==> config.mk <==
export PLATFORM = sky130hd
export DESIGN_NAME = async_sync_burst_modem_link
export DESIGN_NICKNAME = d
export VERILOG_FILES = /design/src/hw/ldm_pkg.sv /design/src/hw/async_sync_burst_modem_link.sv
export SDC_FILE = /design/constraint.sdc
export NUM_CORES = 1
export LEC_CHECK = 0
export ABC_AREA = 1
export BUFFER_PORTS_ARGS = -buffer_cell sky130_fd_sc_hd__buf_2
export CAP_MARGIN = 20
export CORE_MARGIN = 8
export CORE_UTILIZATION = 40
export DETAILED_ROUTE_END_ITERATION = 12
export GPL_TIMING_DRIVEN = 0
export PLACE_DENSITY_LB_ADDON = 0.08
export SLEW_MARGIN = 20
export SYNTH_ARGS = -nofsm -noshare
export SYNTH_HDL_FRONTEND = slang
export SYNTH_SLANG_ARGS = --single-unit
==> constraint.sdc <==
create_clock -name clk_i -period 63.1 [get_ports clk_i]
set_input_delay 3.155 -clock clk_i [delete_from_list [all_inputs] [get_ports clk_i]]
set_output_delay 3.155 -clock clk_i [all_outputs]
set_load 0.005 [all_outputs]
==> src/hw/ldm_pkg.sv <==
// constants, pin bundle and state encodings of the short-range modem block
// assumes a 200 MHz core clock; every pin input is asynchronous to it
package ldm_pkg;

  // ----------------------------------------------------------------
  // clock and burst line timing
  // ----------------------------------------------------------------
  localparam int unsigned CLK_HZ     = 200_000_000;
  localparam int unsigned BURST_BPS  = 256_000;
  // longest bit time: rounded down to whole cycles
  localparam int unsigned BIT_CYC    = CLK_HZ / BURST_BPS;
  localparam logic [9:0]  BIT_LAST   = 10'(BIT_CYC - 1);
  localparam logic [9:0]  BIT_HALF   = 10'(BIT_CYC / 2);
  localparam logic [3:0]  DATA_FIRST = 4'h1;
  localparam logic [3:0]  DATA_LAST  = 4'h8;
  localparam logic [3:0]  SIG_A_IDX  = 4'h9;
  localparam logic [3:0]  SIG_B_IDX  = 4'hA;
  localparam logic [3:0]  GAP_BITS   = 4'h4;

  // ----------------------------------------------------------------
  // synchronous word format
  // ----------------------------------------------------------------
  localparam logic [7:0]  FLAG_SYNC  = 8'h7E;
  localparam logic [7:0]  FLAG_BREAK = 8'hFE;
  localparam logic [2:0]  STUFF_RUN  = 3'h5;
  localparam logic [3:0]  FLAG_EVERY = 4'hF;
  localparam logic [7:0]  LOSS_BITS  = 8'hC8;
  localparam logic [3:0]  LEN8       = 4'h8;
  localparam logic [3:0]  LEN9       = 4'h9;

  // ----------------------------------------------------------------
  // asynchronous side
  // ----------------------------------------------------------------
  localparam int unsigned OVERSAMPLE = 16;
  localparam int unsigned RATE_BASE  = 300;
  localparam logic [3:0]  TICK_MID   = 4'h7;
  localparam logic [3:0]  TICK_LAST  = 4'hF;
  localparam int unsigned WORD_W     = 9;
  localparam int unsigned FIFO_DEPTH = 16;

  typedef logic [WORD_W-1:0] word_t;

  typedef enum logic [1:0] {
    B_IDLE = 2'b00, B_GAP = 2'b01, B_TX = 2'b11, B_RX = 2'b10
  } burst_st_t;

  typedef enum logic [1:0] {
    U_IDLE = 2'b00, U_START = 2'b01, U_DATA = 2'b11, U_STOP = 2'b10
  } uart_st_t;

  typedef struct packed {
    logic       master;
    logic       fsync;
    logic       line_rx;
    logic       rts;
    logic       txd;
    logic [2:0] rate;
    logic       ext_sel;
    logic       ext_rate;
    logic       dclk;
    logic       cm;
    logic       oe;
    logic       ie;
    logic       sdata;
    logic       stop2;
    logic       len9;
    logic       cres_n;
  } pins_t;

  // 16x tick divider, minus one, for 300 * 2**sel bit/s
  function automatic logic [15:0] rate_div(input logic [2:0] sel);
    rate_div = 16'(CLK_HZ / (OVERSAMPLE * (RATE_BASE << sel)) - 1);
  endfunction

endpackage

==> src/hw/async_sync_burst_modem_link.sv <==
// short-range modem: async/sync converter plus ping-pong burst transceiver
// assumes every input pin is asynchronous to clk_i; line pins are logic levels
`timescale 1ns/1ps
`default_nettype none

// ------------------------------------------------------------------
// word fifo between async receiver and sync transmitter
// ------------------------------------------------------------------
module ldm_fifo #(
  parameter int unsigned W     = 9,
  parameter int unsigned DEPTH = 16
) (
  input  wire logic         clk_i,
  input  wire logic         reset_n_i,
  input  wire logic         flush_i,
  input  wire logic         in_valid_i,
  output logic              in_ready_o,
  input  wire logic [W-1:0] in_data_i,
  output logic              out_valid_o,
  input  wire logic         out_ready_i,
  output logic [W-1:0]      out_data_o
);
  localparam int unsigned AW = $clog2(DEPTH);

  typedef struct packed {
    logic [DEPTH-1:0][W-1:0] mem;
    logic [AW:0]             wp;
    logic [AW:0]             rp;
  } fst_t;

  fst_t st_ff;
  fst_t nxt_st;
  logic full;

  assign full        = (st_ff.wp[AW] != st_ff.rp[AW]) && (st_ff.wp[AW-1:0] == st_ff.rp[AW-1:0]);
  assign in_ready_o  = !full && !flush_i;
  assign out_valid_o = (st_ff.wp != st_ff.rp) && !flush_i;
  assign out_data_o  = st_ff.mem[st_ff.rp[AW-1:0]];

  always_comb begin
    nxt_st = st_ff;
    if (flush_i) begin
      nxt_st.wp = '0;
      nxt_st.rp = '0;
    end else begin
      if (in_valid_i && in_ready_o) begin
        nxt_st.mem[st_ff.wp[AW-1:0]] = in_data_i;
        nxt_st.wp = st_ff.wp + 1'b1;
      end
      if (out_valid_o && out_ready_i) begin
        nxt_st.rp = st_ff.rp + 1'b1;
      end
    end
  end

  always_ff @(posedge clk_i) begin
    if (!reset_n_i) begin
      st_ff <= '0;
    end else begin
      st_ff <= nxt_st;
    end
  end
endmodule // ldm_fifo

// ------------------------------------------------------------------
// top: one modem end, master or slave by strap
// ------------------------------------------------------------------
module async_sync_burst_modem_link (
  input  wire logic clk_i,
  input  wire logic reset_n_i,
  input  wire logic is_master_i,
  input  wire logic frame_sync_in_i,
  input  wire logic line_receive_in_i,
  output logic      line_drive_pos_o,
  output logic      line_drive_neg_o,
  output logic      signal_bit_out_a_o,
  output logic      signal_bit_out_b_o,
  input  wire logic rts_i,
  output logic      cts_o,
  output logic      carrier_detect_o,
  input  wire logic txd_i,
  output logic      rxd_o,
  input  wire logic rate_select_0_i,
  input  wire logic rate_select_1_i,
  input  wire logic rate_select_2_i,
  input  wire logic ext_rate_sel_i,
  input  wire logic ext_rate_clk_i,
  input  wire logic sync_data_clock_i,
  input  wire logic clock_mode_sel_i,
  input  wire logic sync_out_enable_i,
  input  wire logic sync_in_enable_i,
  input  wire logic sync_receive_in_i,
  output logic      sync_send_o,
  input  wire logic stop_count_sel_i,
  input  wire logic word_length_sel_i,
  input  wire logic converter_reset_n_i,
  output logic      tx_status_o,
  output logic      rx_status_o
);
  import ldm_pkg::*;

  typedef struct packed {
    pins_t      s1;
    pins_t      s2;
    logic       fs_d;
    logic       dck_d;
    logic       erc_d;
    logic       lrx_d;
    burst_st_t  bst;
    logic [9:0] bcyc;
    logic [3:0] bidx;
    logic       rx_on;
    logic       sig_a;
    logic       sig_b;
    logic       pos;
    logic       neg;
    logic [15:0] rdiv;
    uart_st_t   ust;
    logic [3:0] utk;
    logic [3:0] ubit;
    word_t      udat;
    logic       brk;
    logic       pv;
    word_t      tw;
    logic [3:0] tcnt;
    logic [2:0] tones;
    logic       tstuff;
    logic [3:0] fcnt;
    logic       sbit;
    logic [7:0] hist;
    word_t      rw;
    logic [3:0] rcnt;
    logic [2:0] rones;
    logic [7:0] loss;
    logic       insync;
    logic       rbrk;
    logic       rv;
    word_t      rword;
    uart_st_t   vst;
    logic [3:0] vtk;
    logic [3:0] vbit;
    word_t      vsh;
    logic       rxd;
    logic       cts;
    logic       cd;
  } st_t;

  st_t   st_ff;
  st_t   nxt_st;
  pins_t pins;
  logic  fs_rise, dck_rise, dck_fall, erc_rise, tick, cres;
  logic  tx_slot, rx_slot, tx_stb, rx_stb, rx_bit, sa_tx, sb_tx;
  logic  g_stuff, g_load, g_dat, g_bit;
  word_t g_word;
  logic  [3:0] wlen;
  logic  f_iv, f_ir, f_ov, f_pop;
  word_t f_od;
  logic  [7:0] h;

  assign pins = '{master: is_master_i, fsync: frame_sync_in_i,
                  line_rx: line_receive_in_i, rts: rts_i, txd: txd_i,
                  rate: {rate_select_2_i, rate_select_1_i, rate_select_0_i},
                  ext_sel: ext_rate_sel_i, ext_rate: ext_rate_clk_i,
                  dclk: sync_data_clock_i, cm: clock_mode_sel_i,
                  oe: sync_out_enable_i, ie: sync_in_enable_i,
                  sdata: sync_receive_in_i, stop2: stop_count_sel_i,
                  len9: word_length_sel_i, cres_n: converter_reset_n_i};

  // ----------------------------------------------------------------
  // edges from the second sync stage; timing strobes also from the rate divider and burst counters
  // ----------------------------------------------------------------
  assign fs_rise  = st_ff.s2.fsync & ~st_ff.fs_d;
  assign dck_rise = st_ff.s2.dclk & ~st_ff.dck_d;
  assign dck_fall = ~st_ff.s2.dclk & st_ff.dck_d;
  assign erc_rise = st_ff.s2.ext_rate & ~st_ff.erc_d;
  assign cres     = ~st_ff.s2.cres_n;
  assign wlen     = st_ff.s2.len9 ? LEN9 : LEN8;
  // external rate clock is taken as 16x the bit rate
  assign tick     = st_ff.s2.ext_sel ? erc_rise : (st_ff.rdiv == 16'h0000);

  assign tx_slot = (st_ff.bst == B_TX) && (st_ff.bcyc == 10'h000)
                 && (st_ff.bidx >= DATA_FIRST) && (st_ff.bidx <= DATA_LAST);
  assign rx_slot = (st_ff.bst == B_RX) && st_ff.rx_on && (st_ff.bcyc == BIT_LAST)
                 && (st_ff.bidx >= DATA_FIRST) && (st_ff.bidx <= DATA_LAST);
  assign tx_stb  = st_ff.s2.oe & (st_ff.s2.cm ? dck_rise : tx_slot);
  assign rx_stb  = st_ff.s2.ie & (st_ff.s2.cm ? dck_fall : rx_slot);
  assign rx_bit  = st_ff.s2.cm ? st_ff.s2.sdata : st_ff.s2.line_rx;

  // handshake loops: each end drives its own rts on one channel, echoes the other
  assign sa_tx = st_ff.s2.master ? st_ff.s2.rts : st_ff.sig_a;
  assign sb_tx = st_ff.s2.master ? st_ff.sig_b : st_ff.s2.rts;

  // ----------------------------------------------------------------
  // sync bit generator, a pure function of state
  // ----------------------------------------------------------------
  assign g_stuff = st_ff.tstuff && (st_ff.tones == STUFF_RUN);
  assign g_load  = (st_ff.tcnt == 4'h0);
  assign g_dat   = !st_ff.brk && (st_ff.fcnt != FLAG_EVERY) && f_ov;
  assign g_word  = st_ff.brk ? {1'b0, FLAG_BREAK}
                 : g_dat ? f_od : {1'b0, FLAG_SYNC};
  assign g_bit   = g_stuff ? 1'b0 : (g_load ? g_word[0] : st_ff.tw[0]);
  assign f_pop   = tx_stb && !g_stuff && g_load && g_dat;
  assign f_iv    = st_ff.pv;
  assign h       = {rx_bit, st_ff.hist[7:1]};

  ldm_fifo #(.W(WORD_W), .DEPTH(FIFO_DEPTH)) u_fifo (
    .clk_i       (clk_i),
    .reset_n_i   (reset_n_i),
    .flush_i     (cres),
    .in_valid_i  (f_iv),
    .in_ready_o  (f_ir),
    .in_data_i   (st_ff.udat),
    .out_valid_o (f_ov),
    .out_ready_i (f_pop),
    .out_data_o  (f_od)
  );

  always_comb begin
    nxt_st       = st_ff;
    nxt_st.s1    = pins;
    nxt_st.s2    = st_ff.s1;
    nxt_st.fs_d  = st_ff.s2.fsync;
    nxt_st.dck_d = st_ff.s2.dclk;
    nxt_st.erc_d = st_ff.s2.ext_rate;
    nxt_st.lrx_d = st_ff.s2.line_rx;
    nxt_st.rdiv  = (st_ff.rdiv == 16'h0000) ? rate_div(st_ff.s2.rate)
                                            : st_ff.rdiv - 16'h0001;

    // --------------------------------------------------------------
    // burst transceiver
    // --------------------------------------------------------------
    case (st_ff.bst)
      B_IDLE: begin
        if (!st_ff.s2.master) begin
          nxt_st.bst = B_RX;
        end
      end
      B_TX: begin
        nxt_st.bcyc = st_ff.bcyc + 10'h001;
        if (st_ff.bcyc == 10'h000) begin
          case (st_ff.bidx)
            4'h0:      nxt_st.pos = 1'b1;             // burst marker
            SIG_A_IDX: nxt_st.pos = sa_tx;
            SIG_B_IDX: nxt_st.pos = sb_tx;
            default:   nxt_st.pos = st_ff.s2.oe ? g_bit : 1'b1;
          endcase
          nxt_st.neg = ~nxt_st.pos;
        end
        if (st_ff.bcyc == BIT_LAST) begin
          nxt_st.bcyc = 10'h000;
          nxt_st.bidx = st_ff.bidx + 4'h1;
          if (st_ff.bidx == SIG_B_IDX) begin
            nxt_st.bst   = B_RX;
            nxt_st.rx_on = 1'b0;
            nxt_st.pos   = 1'b0;
            nxt_st.neg   = 1'b0;
          end
        end
      end
      B_RX: begin
        if (!st_ff.rx_on) begin
          if (st_ff.s2.line_rx && !st_ff.lrx_d) begin
            nxt_st.rx_on = 1'b1;
            nxt_st.bcyc  = BIT_HALF;
            nxt_st.bidx  = 4'h0;
          end
        end else begin
          nxt_st.bcyc = st_ff.bcyc + 10'h001;
          if (st_ff.bcyc == BIT_LAST) begin
            nxt_st.bcyc = 10'h000;
            nxt_st.bidx = st_ff.bidx + 4'h1;
            if (st_ff.bidx == SIG_A_IDX) begin
              nxt_st.sig_a = st_ff.s2.line_rx;
            end
            if (st_ff.bidx == SIG_B_IDX) begin
              nxt_st.sig_b = st_ff.s2.line_rx;
              nxt_st.rx_on = 1'b0;
              nxt_st.bidx  = 4'h0;
              nxt_st.bst   = st_ff.s2.master ? B_IDLE : B_GAP;
            end
          end
        end
      end
      B_GAP: begin
        nxt_st.bcyc = st_ff.bcyc + 10'h001;
        if (st_ff.bcyc == BIT_LAST) begin
          nxt_st.bcyc = 10'h000;
          nxt_st.bidx = st_ff.bidx + 4'h1;
          if (st_ff.bidx == GAP_BITS) begin
            nxt_st.bst  = B_TX;
            nxt_st.bidx = 4'h0;
          end
        end
      end
      default: nxt_st.bst = B_IDLE;
    endcase
    // a frame sync always restarts the master burst, even mid-listen
    if (st_ff.s2.master && fs_rise) begin
      nxt_st.bst  = B_TX;
      nxt_st.bcyc = 10'h000;
      nxt_st.bidx = 4'h0;
    end

    // --------------------------------------------------------------
    // async receiver from terminal
    // --------------------------------------------------------------
    if (st_ff.pv && f_ir) begin
      nxt_st.pv = 1'b0;
    end
    if (tick) begin
      nxt_st.utk = st_ff.utk + 4'h1;
      case (st_ff.ust)
        U_IDLE: begin
          nxt_st.utk = 4'h0;
          // a pending word holds off the next start bit: fifo back-pressure
          if (!st_ff.pv && !st_ff.s2.txd) begin
            nxt_st.ust = U_START;
          end
        end
        U_START: begin
          if (st_ff.utk == TICK_MID) begin
            nxt_st.utk  = 4'h0;
            nxt_st.ubit = 4'h0;
            nxt_st.ust  = st_ff.s2.txd ? U_IDLE : U_DATA;
          end
        end
        U_DATA: begin
          if (st_ff.utk == TICK_LAST) begin
            nxt_st.udat = st_ff.s2.len9 ? {st_ff.s2.txd, st_ff.udat[8:1]}
                                        : {1'b0, st_ff.s2.txd, st_ff.udat[7:1]};
            nxt_st.ubit = st_ff.ubit + 4'h1;
            if (st_ff.ubit == wlen - 4'h1) begin
              nxt_st.ust = U_STOP;
            end
          end
        end
        U_STOP: begin
          if (st_ff.utk == TICK_LAST) begin
            nxt_st.ust = U_IDLE;
            if (st_ff.s2.txd) begin
              nxt_st.pv  = 1'b1;
              nxt_st.brk = 1'b0;
            end else if (st_ff.udat == '0) begin
              nxt_st.brk = 1'b1;
            end
          end
        end
        default: nxt_st.ust = U_IDLE;
      endcase
    end

    // --------------------------------------------------------------
    // sync transmitter: flags, data and zero insertion
    // --------------------------------------------------------------
    if (tx_stb) begin
      nxt_st.sbit = g_bit;
      if (g_stuff) begin
        nxt_st.tones = 3'h0;
      end else if (g_load) begin
        nxt_st.tw     = g_word >> 1;
        nxt_st.tcnt   = (g_dat ? wlen : LEN8) - 4'h1;
        nxt_st.tstuff = g_dat;
        nxt_st.fcnt   = g_dat ? st_ff.fcnt + 4'h1 : 4'h0;
        nxt_st.tones  = {2'b00, g_dat & g_word[0]};
      end else begin
        nxt_st.tw    = st_ff.tw >> 1;
        nxt_st.tcnt  = st_ff.tcnt - 4'h1;
        nxt_st.tones = (st_ff.tstuff && st_ff.tw[0]) ? st_ff.tones + 3'h1 : 3'h0;
      end
    end

    // --------------------------------------------------------------
    // async transmitter toward terminal (consumes before a new set)
    // --------------------------------------------------------------
    if (tick) begin
      nxt_st.vtk = st_ff.vtk + 4'h1;
      case (st_ff.vst)
        U_IDLE: begin
          nxt_st.vtk = 4'h0;
          nxt_st.rxd = !st_ff.rbrk;
          if (!st_ff.rbrk && st_ff.rv) begin
            nxt_st.rv  = 1'b0;
            nxt_st.vsh = st_ff.rword;
            nxt_st.rxd = 1'b0;
            nxt_st.vst = U_START;
          end
        end
        U_START: begin
          if (st_ff.vtk == TICK_LAST) begin
            nxt_st.rxd  = st_ff.vsh[0];
            nxt_st.vsh  = st_ff.vsh >> 1;
            nxt_st.vbit = 4'h0;
            nxt_st.vst  = U_DATA;
          end
        end
        U_DATA: begin
          if (st_ff.vtk == TICK_LAST) begin
            nxt_st.vbit = st_ff.vbit + 4'h1;
            nxt_st.rxd  = st_ff.vsh[0];
            nxt_st.vsh  = st_ff.vsh >> 1;
            if (st_ff.vbit == wlen - 4'h1) begin
              nxt_st.rxd  = 1'b1;
              nxt_st.vbit = 4'h0;
              nxt_st.vst  = U_STOP;
            end
          end
        end
        U_STOP: begin
          if (st_ff.vtk == TICK_LAST) begin
            nxt_st.vbit = st_ff.vbit + 4'h1;
            if (!st_ff.s2.stop2 || st_ff.vbit != 4'h0) begin
              nxt_st.vst = U_IDLE;
            end
          end
        end
        default: nxt_st.vst = U_IDLE;
      endcase
    end

    // --------------------------------------------------------------
    // sync receiver: flag hunt, zero deletion, word assembly
    // --------------------------------------------------------------
    if (rx_stb) begin
      nxt_st.hist = h;
      nxt_st.loss = (st_ff.loss == LOSS_BITS) ? st_ff.loss : st_ff.loss + 8'h01;
      if (st_ff.loss == LOSS_BITS) begin
        nxt_st.insync = 1'b0;
      end
      if (h == FLAG_SYNC) begin
        nxt_st.insync = 1'b1;
        nxt_st.loss   = 8'h00;
        nxt_st.rbrk   = 1'b0;
        nxt_st.rcnt   = 4'h0;
        nxt_st.rones  = 3'h0;
      end else if (h == FLAG_BREAK) begin
        nxt_st.rbrk  = 1'b1;
        nxt_st.rcnt  = 4'h0;
        nxt_st.rones = 3'h0;
      end else if (st_ff.rones == STUFF_RUN && !rx_bit) begin
        nxt_st.rones = 3'h0;
      end else begin
        nxt_st.rw = st_ff.s2.len9 ? {rx_bit, st_ff.rw[8:1]}
                                  : {1'b0, rx_bit, st_ff.rw[7:1]};
        nxt_st.rcnt  = st_ff.rcnt + 4'h1;
        nxt_st.rones = !rx_bit ? 3'h0
                     : (st_ff.rones == STUFF_RUN) ? st_ff.rones : st_ff.rones + 3'h1;
        if (st_ff.rcnt == wlen - 4'h1) begin
          nxt_st.rcnt  = 4'h0;
          nxt_st.rword = nxt_st.rw;
          nxt_st.rv    = 1'b1;
          nxt_st.rbrk  = 1'b0;
        end
      end
    end

    // --------------------------------------------------------------
    // handshake and status
    // --------------------------------------------------------------
    // cts follows the echo bit it is registered with, so it never outlives a dropped echo
    nxt_st.cts = st_ff.insync && (st_ff.s2.master ? nxt_st.sig_a : nxt_st.sig_b);
    nxt_st.cd  = st_ff.insync && !nxt_st.rxd;
    if (cres) begin
      nxt_st.ust = U_IDLE;
      nxt_st.pv  = 1'b0;
      nxt_st.brk = 1'b0;
    end
  end

  always_ff @(posedge clk_i) begin
    if (!reset_n_i) begin
      st_ff <= '0;
    end else begin
      st_ff <= nxt_st;
    end
  end

  assign line_drive_pos_o   = st_ff.pos;
  assign line_drive_neg_o   = st_ff.neg;
  assign signal_bit_out_a_o = st_ff.sig_a;
  assign signal_bit_out_b_o = st_ff.sig_b;
  assign cts_o              = st_ff.cts;
  assign carrier_detect_o   = st_ff.cd;
  assign rxd_o              = st_ff.rxd;
  assign sync_send_o        = st_ff.sbit;
  assign tx_status_o        = st_ff.brk;
  assign rx_status_o        = st_ff.rbrk;
endmodule // async_sync_burst_modem_link

`default_nettype wire

==> Word-level counts from Yosys, hierarchy flattened <==
Cells that the tools add are included.
{ "totals": {"reg_bits": 340, "input_bits": 20, "output_inout_bits": 10, "wordCells": 374} }
{ "classes": {"add_sub_neg": 18, "div_mod_pow": 1, "n_lt_le_gt_ge": 5, "n_eq_ne": 55, "n_shift": 1, "n_mux": 108, "bitwise_logic": 17, "n_reduce_logical": 78} }
{ "op_table": {"columns": ["operator", "n"], "rows": [
  ["$bwmux W144", 1],
  ["$mux W9", 7],
  ["$mux W10", 5],
  ["$mux W16", 3],
  ["$mux W15", 3],
  ["$mux W2", 21],
  ["$pmux W14 S3", 1],
  ["$bmux W9 S4", 1],
  ["$demux W9 S4", 1],
  ["$mux W1", 33],
  ["$div A28 B32 Y32 const A", 1],
  ["$sub A16 B1 Y16 const B", 2],
  ["$pmux W10 S3", 1],
  ["$add A4 B1 Y4 const B", 7],
  ["$mux W14", 2],
  ["$shl A9 B3 Y28 const A", 1],
  ["$logic_and A1 B1 Y1", 27],
  ["$mux W13", 2],
  ["$mux W4", 6],
  ["$ne A2 B2 Y1 const B", 12],
  ["$pmux W2 S4", 3],
  ["$mux W11", 2],
  ["$reduce_and A5 Y1", 4],
  ["$mux W19", 1],
  ["53 further kinds", 136]
]} }

==> Longest topological paths before layout <==
Gate-level depths: netlist of run 1.
{ "logic_depth": {"word_depth": 15, "depth_mapped": 295, "mapped_depth_nobuf": 275} }

==> Modules after synthesis <==
From an unflattened synthesis of run 1, not the netlist that was laid out.
{ "hier_totals": {"cells_unflattened": 5048, "area_unflattened_um2": 31121.1} }
{ "modules_own_cells": {"columns": ["mod", "n_inst", "cells_per_inst", "area_each_um2"], "rows": [
  ["async_sync_burst_modem_link", 1, 3749, 22910.7],
  ["ldm_fifo", 1, 1299, 8210.4]
]} }

==> Worst setup path after synthesis of run 1 <==
No wires, ideal clock.
{ "synth_timing": {"path_kind": "flip-flop to flip-flop", "from": "reg st_ff[161] (netlist name)", "to": "reg st_ff[121] (netlist name)", "setup_time_ns": 0.125, "t_arrival_ns": 37.940, "required_ns": 62.975, "setup_slack_ns": 25.034, "path_stages_with_launch": 272, "synth_period_minus_slack_ns": 38.066, "cell_sequence": "dfxtp_1 inv_2 ha_1 inv_1 nor2_1 inv_2 nand2_2 nand2_2 nor2_8 inv_2 nor3_1 ha_1 xor2_1 nor2_1 ha_1 a21o_1 nand2_1 nand2_1 (+236 left out) o21ai_0 inv_1 ha_1 a21oi_1 o2111a_1 nand4_1 nor2_1 nand3_1 nor2_1 nand2_1 nand2_2 buf_6 ha_1 nand2_1 nor2_1 nand3_1 o21ai_0 a21oi_1"} }
{ "synth_via": {"elab_chain_len": 4} }
{ "synth_lines": {"columns": ["element", "line_no", "rtl"], "rows": [
  ["start: declaration", "async_sync_burst_modem_link.sv:148", "st_t st_ff;"],
  ["start signal: assignment", "async_sync_burst_modem_link.sv:473", "st_ff <= nxt_st;"],
  ["$shl A9 B3 Y28", "ldm_pkg.sv:72", "rate_div = 16'(CLK_HZ / (OVERSAMPLE * (RATE_BASE << sel)) - 1);"],
  ["$div A28 B32 Y32", "ldm_pkg.sv:72", null],
  ["$sub A16 B1 Y16", "ldm_pkg.sv:72", null],
  ["$mux W16", "async_sync_burst_modem_link.sv:226", "nxt_st.rdiv = (st_ff.rdiv == 16'h0000) ? rate_div(st_ff.s2.rate)"]
]} }
No other way between the ends.
A chain may end at the register's enable or synchronous reset.

==> Worst setup path in the final report of run 1 <==
Same ends and word-level chain as after synthesis.

==> run metrics, run 1 <==
CTS tree yes; Critical Path Slowest Stage Cell nand2_2; GR Overflow Total 0; critical path class reg -> reg; share of the synthesized area in the top cell type roughly 23%; Die X-Extent approximately 290 um; Worst Hold Endpoint st_ff[161]; RSZ-0062 raised after global routing false; period utilization ~78%; post-synthesis sequential area ratio between 20% and 30%; global routing usage on met2 around 44%; Worst R2R Path Depth 269; final RePlAce weighted congestion roughly 0.98; port bufs 28; io pins 30; most used routing layer met2; R2R Path Start st_ff[161]; Final #Nets 4948; synthesized area per cell about 6.3 sq um; post-route ant nets 0; placed standard-cell area a little over 30000 sq um; most area-hungry cell type in the Yosys netlist dfxtp_1; Yosys Warn Count 0; Mapped Cells around 4600; Synth Flop Type dfxtp_1; Filler Cells Inserted about 7900; number of synthesized flops with an enable pin 0; WP buf/inv 54; share of cells above drive strength 1 about 6.2%; Final Instance Area roughly 31000 sq um; Initial Utilization 40.53%; reg-to-reg setup timing slack 13.79 ns; initial antenna violation count 0; CTS max path bufs 3; vias per std cell between 5 and 6; post-DP HPWL between 80 and 90 mm; fin util 43.95%; CP Capture Type register; clk slew on worst S/H paths roughly 0.06 ns; Worst path max stage delay around 0.76 ns; syn nets a little under 5000; clk root buf clkbuf_16; # setup viols final 0; clock skew roughly 0.033 ns; row count between 90 and 100; Slew Limit Fails 0; via count 30680; # clock sinks roughly 340; WP data arrival just under 50 ns; H-tree depth 2; Setup TNS Final 0 ns; start point of the worst hold path nxt_st[161]; DIE HEIGHT 285.4 um; core area between 70000 and 80000 sq um; Tmin final about 49 ns; Syn-to-layout area delta 8.432%; wire per inst 19.01 um; largest cells by area after synthesis dfxtp_1 (23%), nand2_1 (12%), ha_1 (10%); WHS Path Cells 2; Worst-Margin Slew about 1.2 ns; fmax approximately 20 MHz; worst skew pair latency approximately 0.55 ns; pin count of the biggest net entering global routing 25; Max-cap violations 0; CP delay by family, top compound AO/OA/AOI/OAI gates; first-pass GRT wire length around 170 mm; # Post-CTS Setup Buffers 0; crit-path max FO 23; drt first-iter violations roughly 2500; final WL roughly 110 mm; Worst R2R End st_ff[121]; Slew headroom between 20% and 30%; outcome complete, no violations; total track usage between 20 and 30%; number of global-route vias before repair 28780; hold_buf cts 0; DRT Pass-1 Iters 9; Cell variety after synth 75; Post-Syn Area 29030 sq um; startpoint types register; met1 usage around a third; Post-CTS Resized 0; Critical Path RT approximately 64 ns; met3 Track Usage GR approximately 2.4%; async set-reset flop share out of synthesis 0%; drt drc 0; Fin. Hold Viols 0; FF+latch count, synth approximately 340; die area approximately 81000 sq um; Num CTS Buffers 35; Hold Path Class reg -> reg
stage by stage:
step	cells	hold slack, ns	setup WS (ns)
4_1_cts	5668	0.4142	14.28
5_1_grt	5668	0.4305	8.838
3_3_place_gp	5605	0.3999	14.28
6_report	5669	0.4110	13.79
3_5_place_dp	5605	0.3984	14.62
2_1_floorplan	4627	0.3905	25.03
cells in the mapped netlist, types with 41 or more instances:
cell type	count
ha_1	235
xor2_1	99
a21oi_1	486
nor2_1	525
inv_1	579
nand2_1	920
clkbuf_1	121
nand4_1	69
dfxtp_1	337
nor3_1	81
xnor2_1	41
nand3_1	272
o21ai_0	377
worst min-delay path, cell delays in order (launching register included):
cell and delay [ns]:
dfxtp_1 0.31, nand2_1 0.04, inv_1 0.04
kinds of logic after synthesis:
kind of cell             count (synthesis)  share of synthesized area [%]
flip-flops                             337                          23.24
XOR/XNOR                               141                          4.281
adder cells (fa/ha/maj)                236                          10.20
AO/OA/AOI/OAI                         1073                          20.26
AND/OR/NAND/NOR                       2055                          31.45
multiplexers                             1                        0.03449
buffers and inverters                  784                          10.53
cell usage in the layout (no fill, tap or decap), drive strengths merged, types with 83 or more instances in the layout:
master and count:
nand3 305, a21oi 488, nor3 83, clkbuf 173
dfxtp 337, inv 619, nand2 962, xor2 99
nor2 558, o21ai 413, ha 235
sequential cells by signal (all words and copies together), names as in the netlist, 7 cells and up:
signal	count
h	7
st_ff	143
nxt_st	22
u_fifo.st_ff	154
cell type report:
| type | instances | area, sq um | share of cell area, % |
|---|---|---|---|
| sequential | 337 | 6746 | 21.44 |
| clock buffer | 51 | 1006 | 3.196 |
| antenna | 1 | 2.502 | 0.007951 |
| buffer | 156 | 698.2 | 2.218 |
| inverter | 628 | 2359 | 7.494 |
| timing repair buffer | 28 | 140.1 | 0.4453 |
| tap | 950 | 1189 | 3.777 |
| multi-input combinational | 3506 | 19220 | 61.08 |
| clock inverter | 12 | 108.9 | 0.3459 |
worst max-delay path by stage:
stage,from,to,cells after the start
detailed placement,st_ff[161],st_ff[121],273
CTS,st_ff[161],st_ff[121],271
finish,st_ff[161],st_ff[121],269
floorplan,st_ff[161],st_ff[121],271
global placement,st_ff[161],st_ff[121],273
global route,st_ff[161],st_ff[121],272
routing by layer:
metal	up-vias	part of all wire, %
met1	14130	43
met4	0	4.9
met3	220	5.2
met2	858	47
met5	-	0
li1	15470	-
Power of run 1 is left out: the tool's default activity adds up to more than one toggle a clock period on the data nets, which glitch-free logic cannot reach.
==> inputs of run 2 (changes only) <==
==> constraint.sdc (replaced) <==
create_clock -name clk_i -period 42.2 [get_ports clk_i]
set_input_delay 2.11 -clock clk_i [delete_from_list [all_inputs] [get_ports clk_i]]
set_output_delay 2.11 -clock clk_i [all_outputs]
set_load 0.005 [all_outputs]
==> run 2 against run 1 <==
Effect of this change:
- global-route usage is 0.23 points higher
- clock skew is 0.0015 ns lower
- die area did not move
- sequential share of layout area decreased by 0.97 points
- count of clock-buffer cells in the layout unchanged
- critical path depth is 5 lower
- wire length is 1.8% higher
- first-iteration DRC count down 1.0%
- via count rose by 1.8%
- critical path type unchanged
- non-clock buffer count grew 82
- highest routed layer is now met5
- cell area is 4.9% higher
==> run metrics, run 2 (synthesis results as in run 1) <==
outcome complete, no violations; CTS tree yes; H-tree depth 2; drt first-iter violations 2446; final RePlAce weighted congestion 0.9793; GR Overflow Total 0; fmax between 20 and 30 MHz; leading cell type in the layout, fill and taps excluded nand2_1; Setup TNS Final 0 ns; clock skew roughly 0.031 ns; most frequent cells in the layout nand2_1 (904), inv_1 (568), nor2_1 (512); # diodes 0; Worst path max stage delay about 0.55 ns; io pins 30; DIE HEIGHT approximately 290 um; # setup viols final 0; wire per inst approximately 19 um; period utilization a little over nine tenths; CP Capture Type register; via count approximately 31000; WP data arrival 40.11 ns; Die X-Extent approximately 290 um; clk slew on worst S/H paths around 0.060 ns; Top reg by flops u_fifo.st_ff; Slew Limit Fails 0; Worst-Margin Slew 1.193 ns; Initial Utilization between 40% and 50%; worst skew pair latency about 0.55 ns; WP buf/inv between 40 and 50; CP delay by family, top compound AO/OA/AOI/OAI gates; post-DP HPWL approximately 83 mm; Final Hold Slack between 0.4 and 0.5 ns; first-pass GRT wire length 167.7 mm; initial antenna violation count 2; pin count of the biggest net entering global routing 25; startpoint types register; Critical Path RT 42.61 ns; Tmin final ~40 ns; DRT Pass-1 Iters 8; critical path class reg -> reg; cell repeated most along the worst path nand2_1; Fin. Hold Viols 0; vias per std cell approximately 5.4; clk root buf clkbuf_16; Slew headroom approximately 20%; hold_buf cts 0; Num CTS Buffers 35; total track usage between 20% and 30%; # clock sinks roughly 340; post-route ant nets 0; crit-path max FO 19; Hold Path Class reg -> reg; die area slightly above 80000 sq um; max reg flops around 150; share of cells above drive strength 1 between 10% and 20%; port bufs 28; CTS max path bufs 3; drt drc 0; Max-cap violations 0; Final #Nets approximately 5000; Syn-to-layout area delta 13.74%; Critical Path Slowest Stage Cell a41oi_1; core area ~72000 sq um; number of global-route vias before repair slightly below 30000; final WL roughly 110 mm; row count 98
run 2: worst paths after layout:
kind	from	end	slack, ns	cells past startpoint
max	st_ff[160]	st_ff[121]	2.50	264
min	nxt_st[161]	st_ff[161]	0.41	2
max reg2reg	st_ff[160]	st_ff[121]	2.50	264
min reg2reg	nxt_st[161]	st_ff[161]	0.41	2
run 2: final cells by class:
| cell class | instances | area [sq um] |
|---|---|---|
| plain buffers | 155 | 813.3 |
| clock buffers | 51 | 1006 |
| clock inverters | 12 | 108.9 |
| fillers | 7742 | 38590 |
| inverters | 628 | 2391 |
| multi-input cells | 3508 | 19940 |
| flip-flops and latches | 337 | 6758 |
| well taps | 950 | 1189 |
| repair buffers | 111 | 804.5 |
| repair inverters | 1 | 8.758 |
run 2: timing repair:
action,CTS,global route
endpoints found under the setup margin,16,16
pin swaps,23,63
buffers inserted,24,59
gates cloned,2,1
resized for setup,98,167
run 2: per-layer routing:
layer | wire length [um] | GRT usage, %
met1 | 47240 | 32.43
met2 | 51220 | 44.48
met3 | 5832 | 2.155
met4 | 5435 | 10.93
met5 | 13 | 0
run 2: tightest hold or removal path, cell delays in order (launching register included):
cell	delay [ns]
dfxtp_1	0.30
nand2_1	0.05
inv_1	0.03
run 2: per-stage QoR:
stage	utilization, %	worst slack (ns)	cell area [sq um]	instances
2_1_floorplan	-	4.134	29030	4627
3_3_place_gp	42.39	-6.624	30350	5605
3_5_place_dp	42.39	-6.279	30360	5605
4_1_cts	44.64	0.03653	31970	5694
5_1_grt	46.10	-0.3593	33010	5753
6_report	46.10	2.502	33010	5753
Power of run 2 is left out for the same reason.
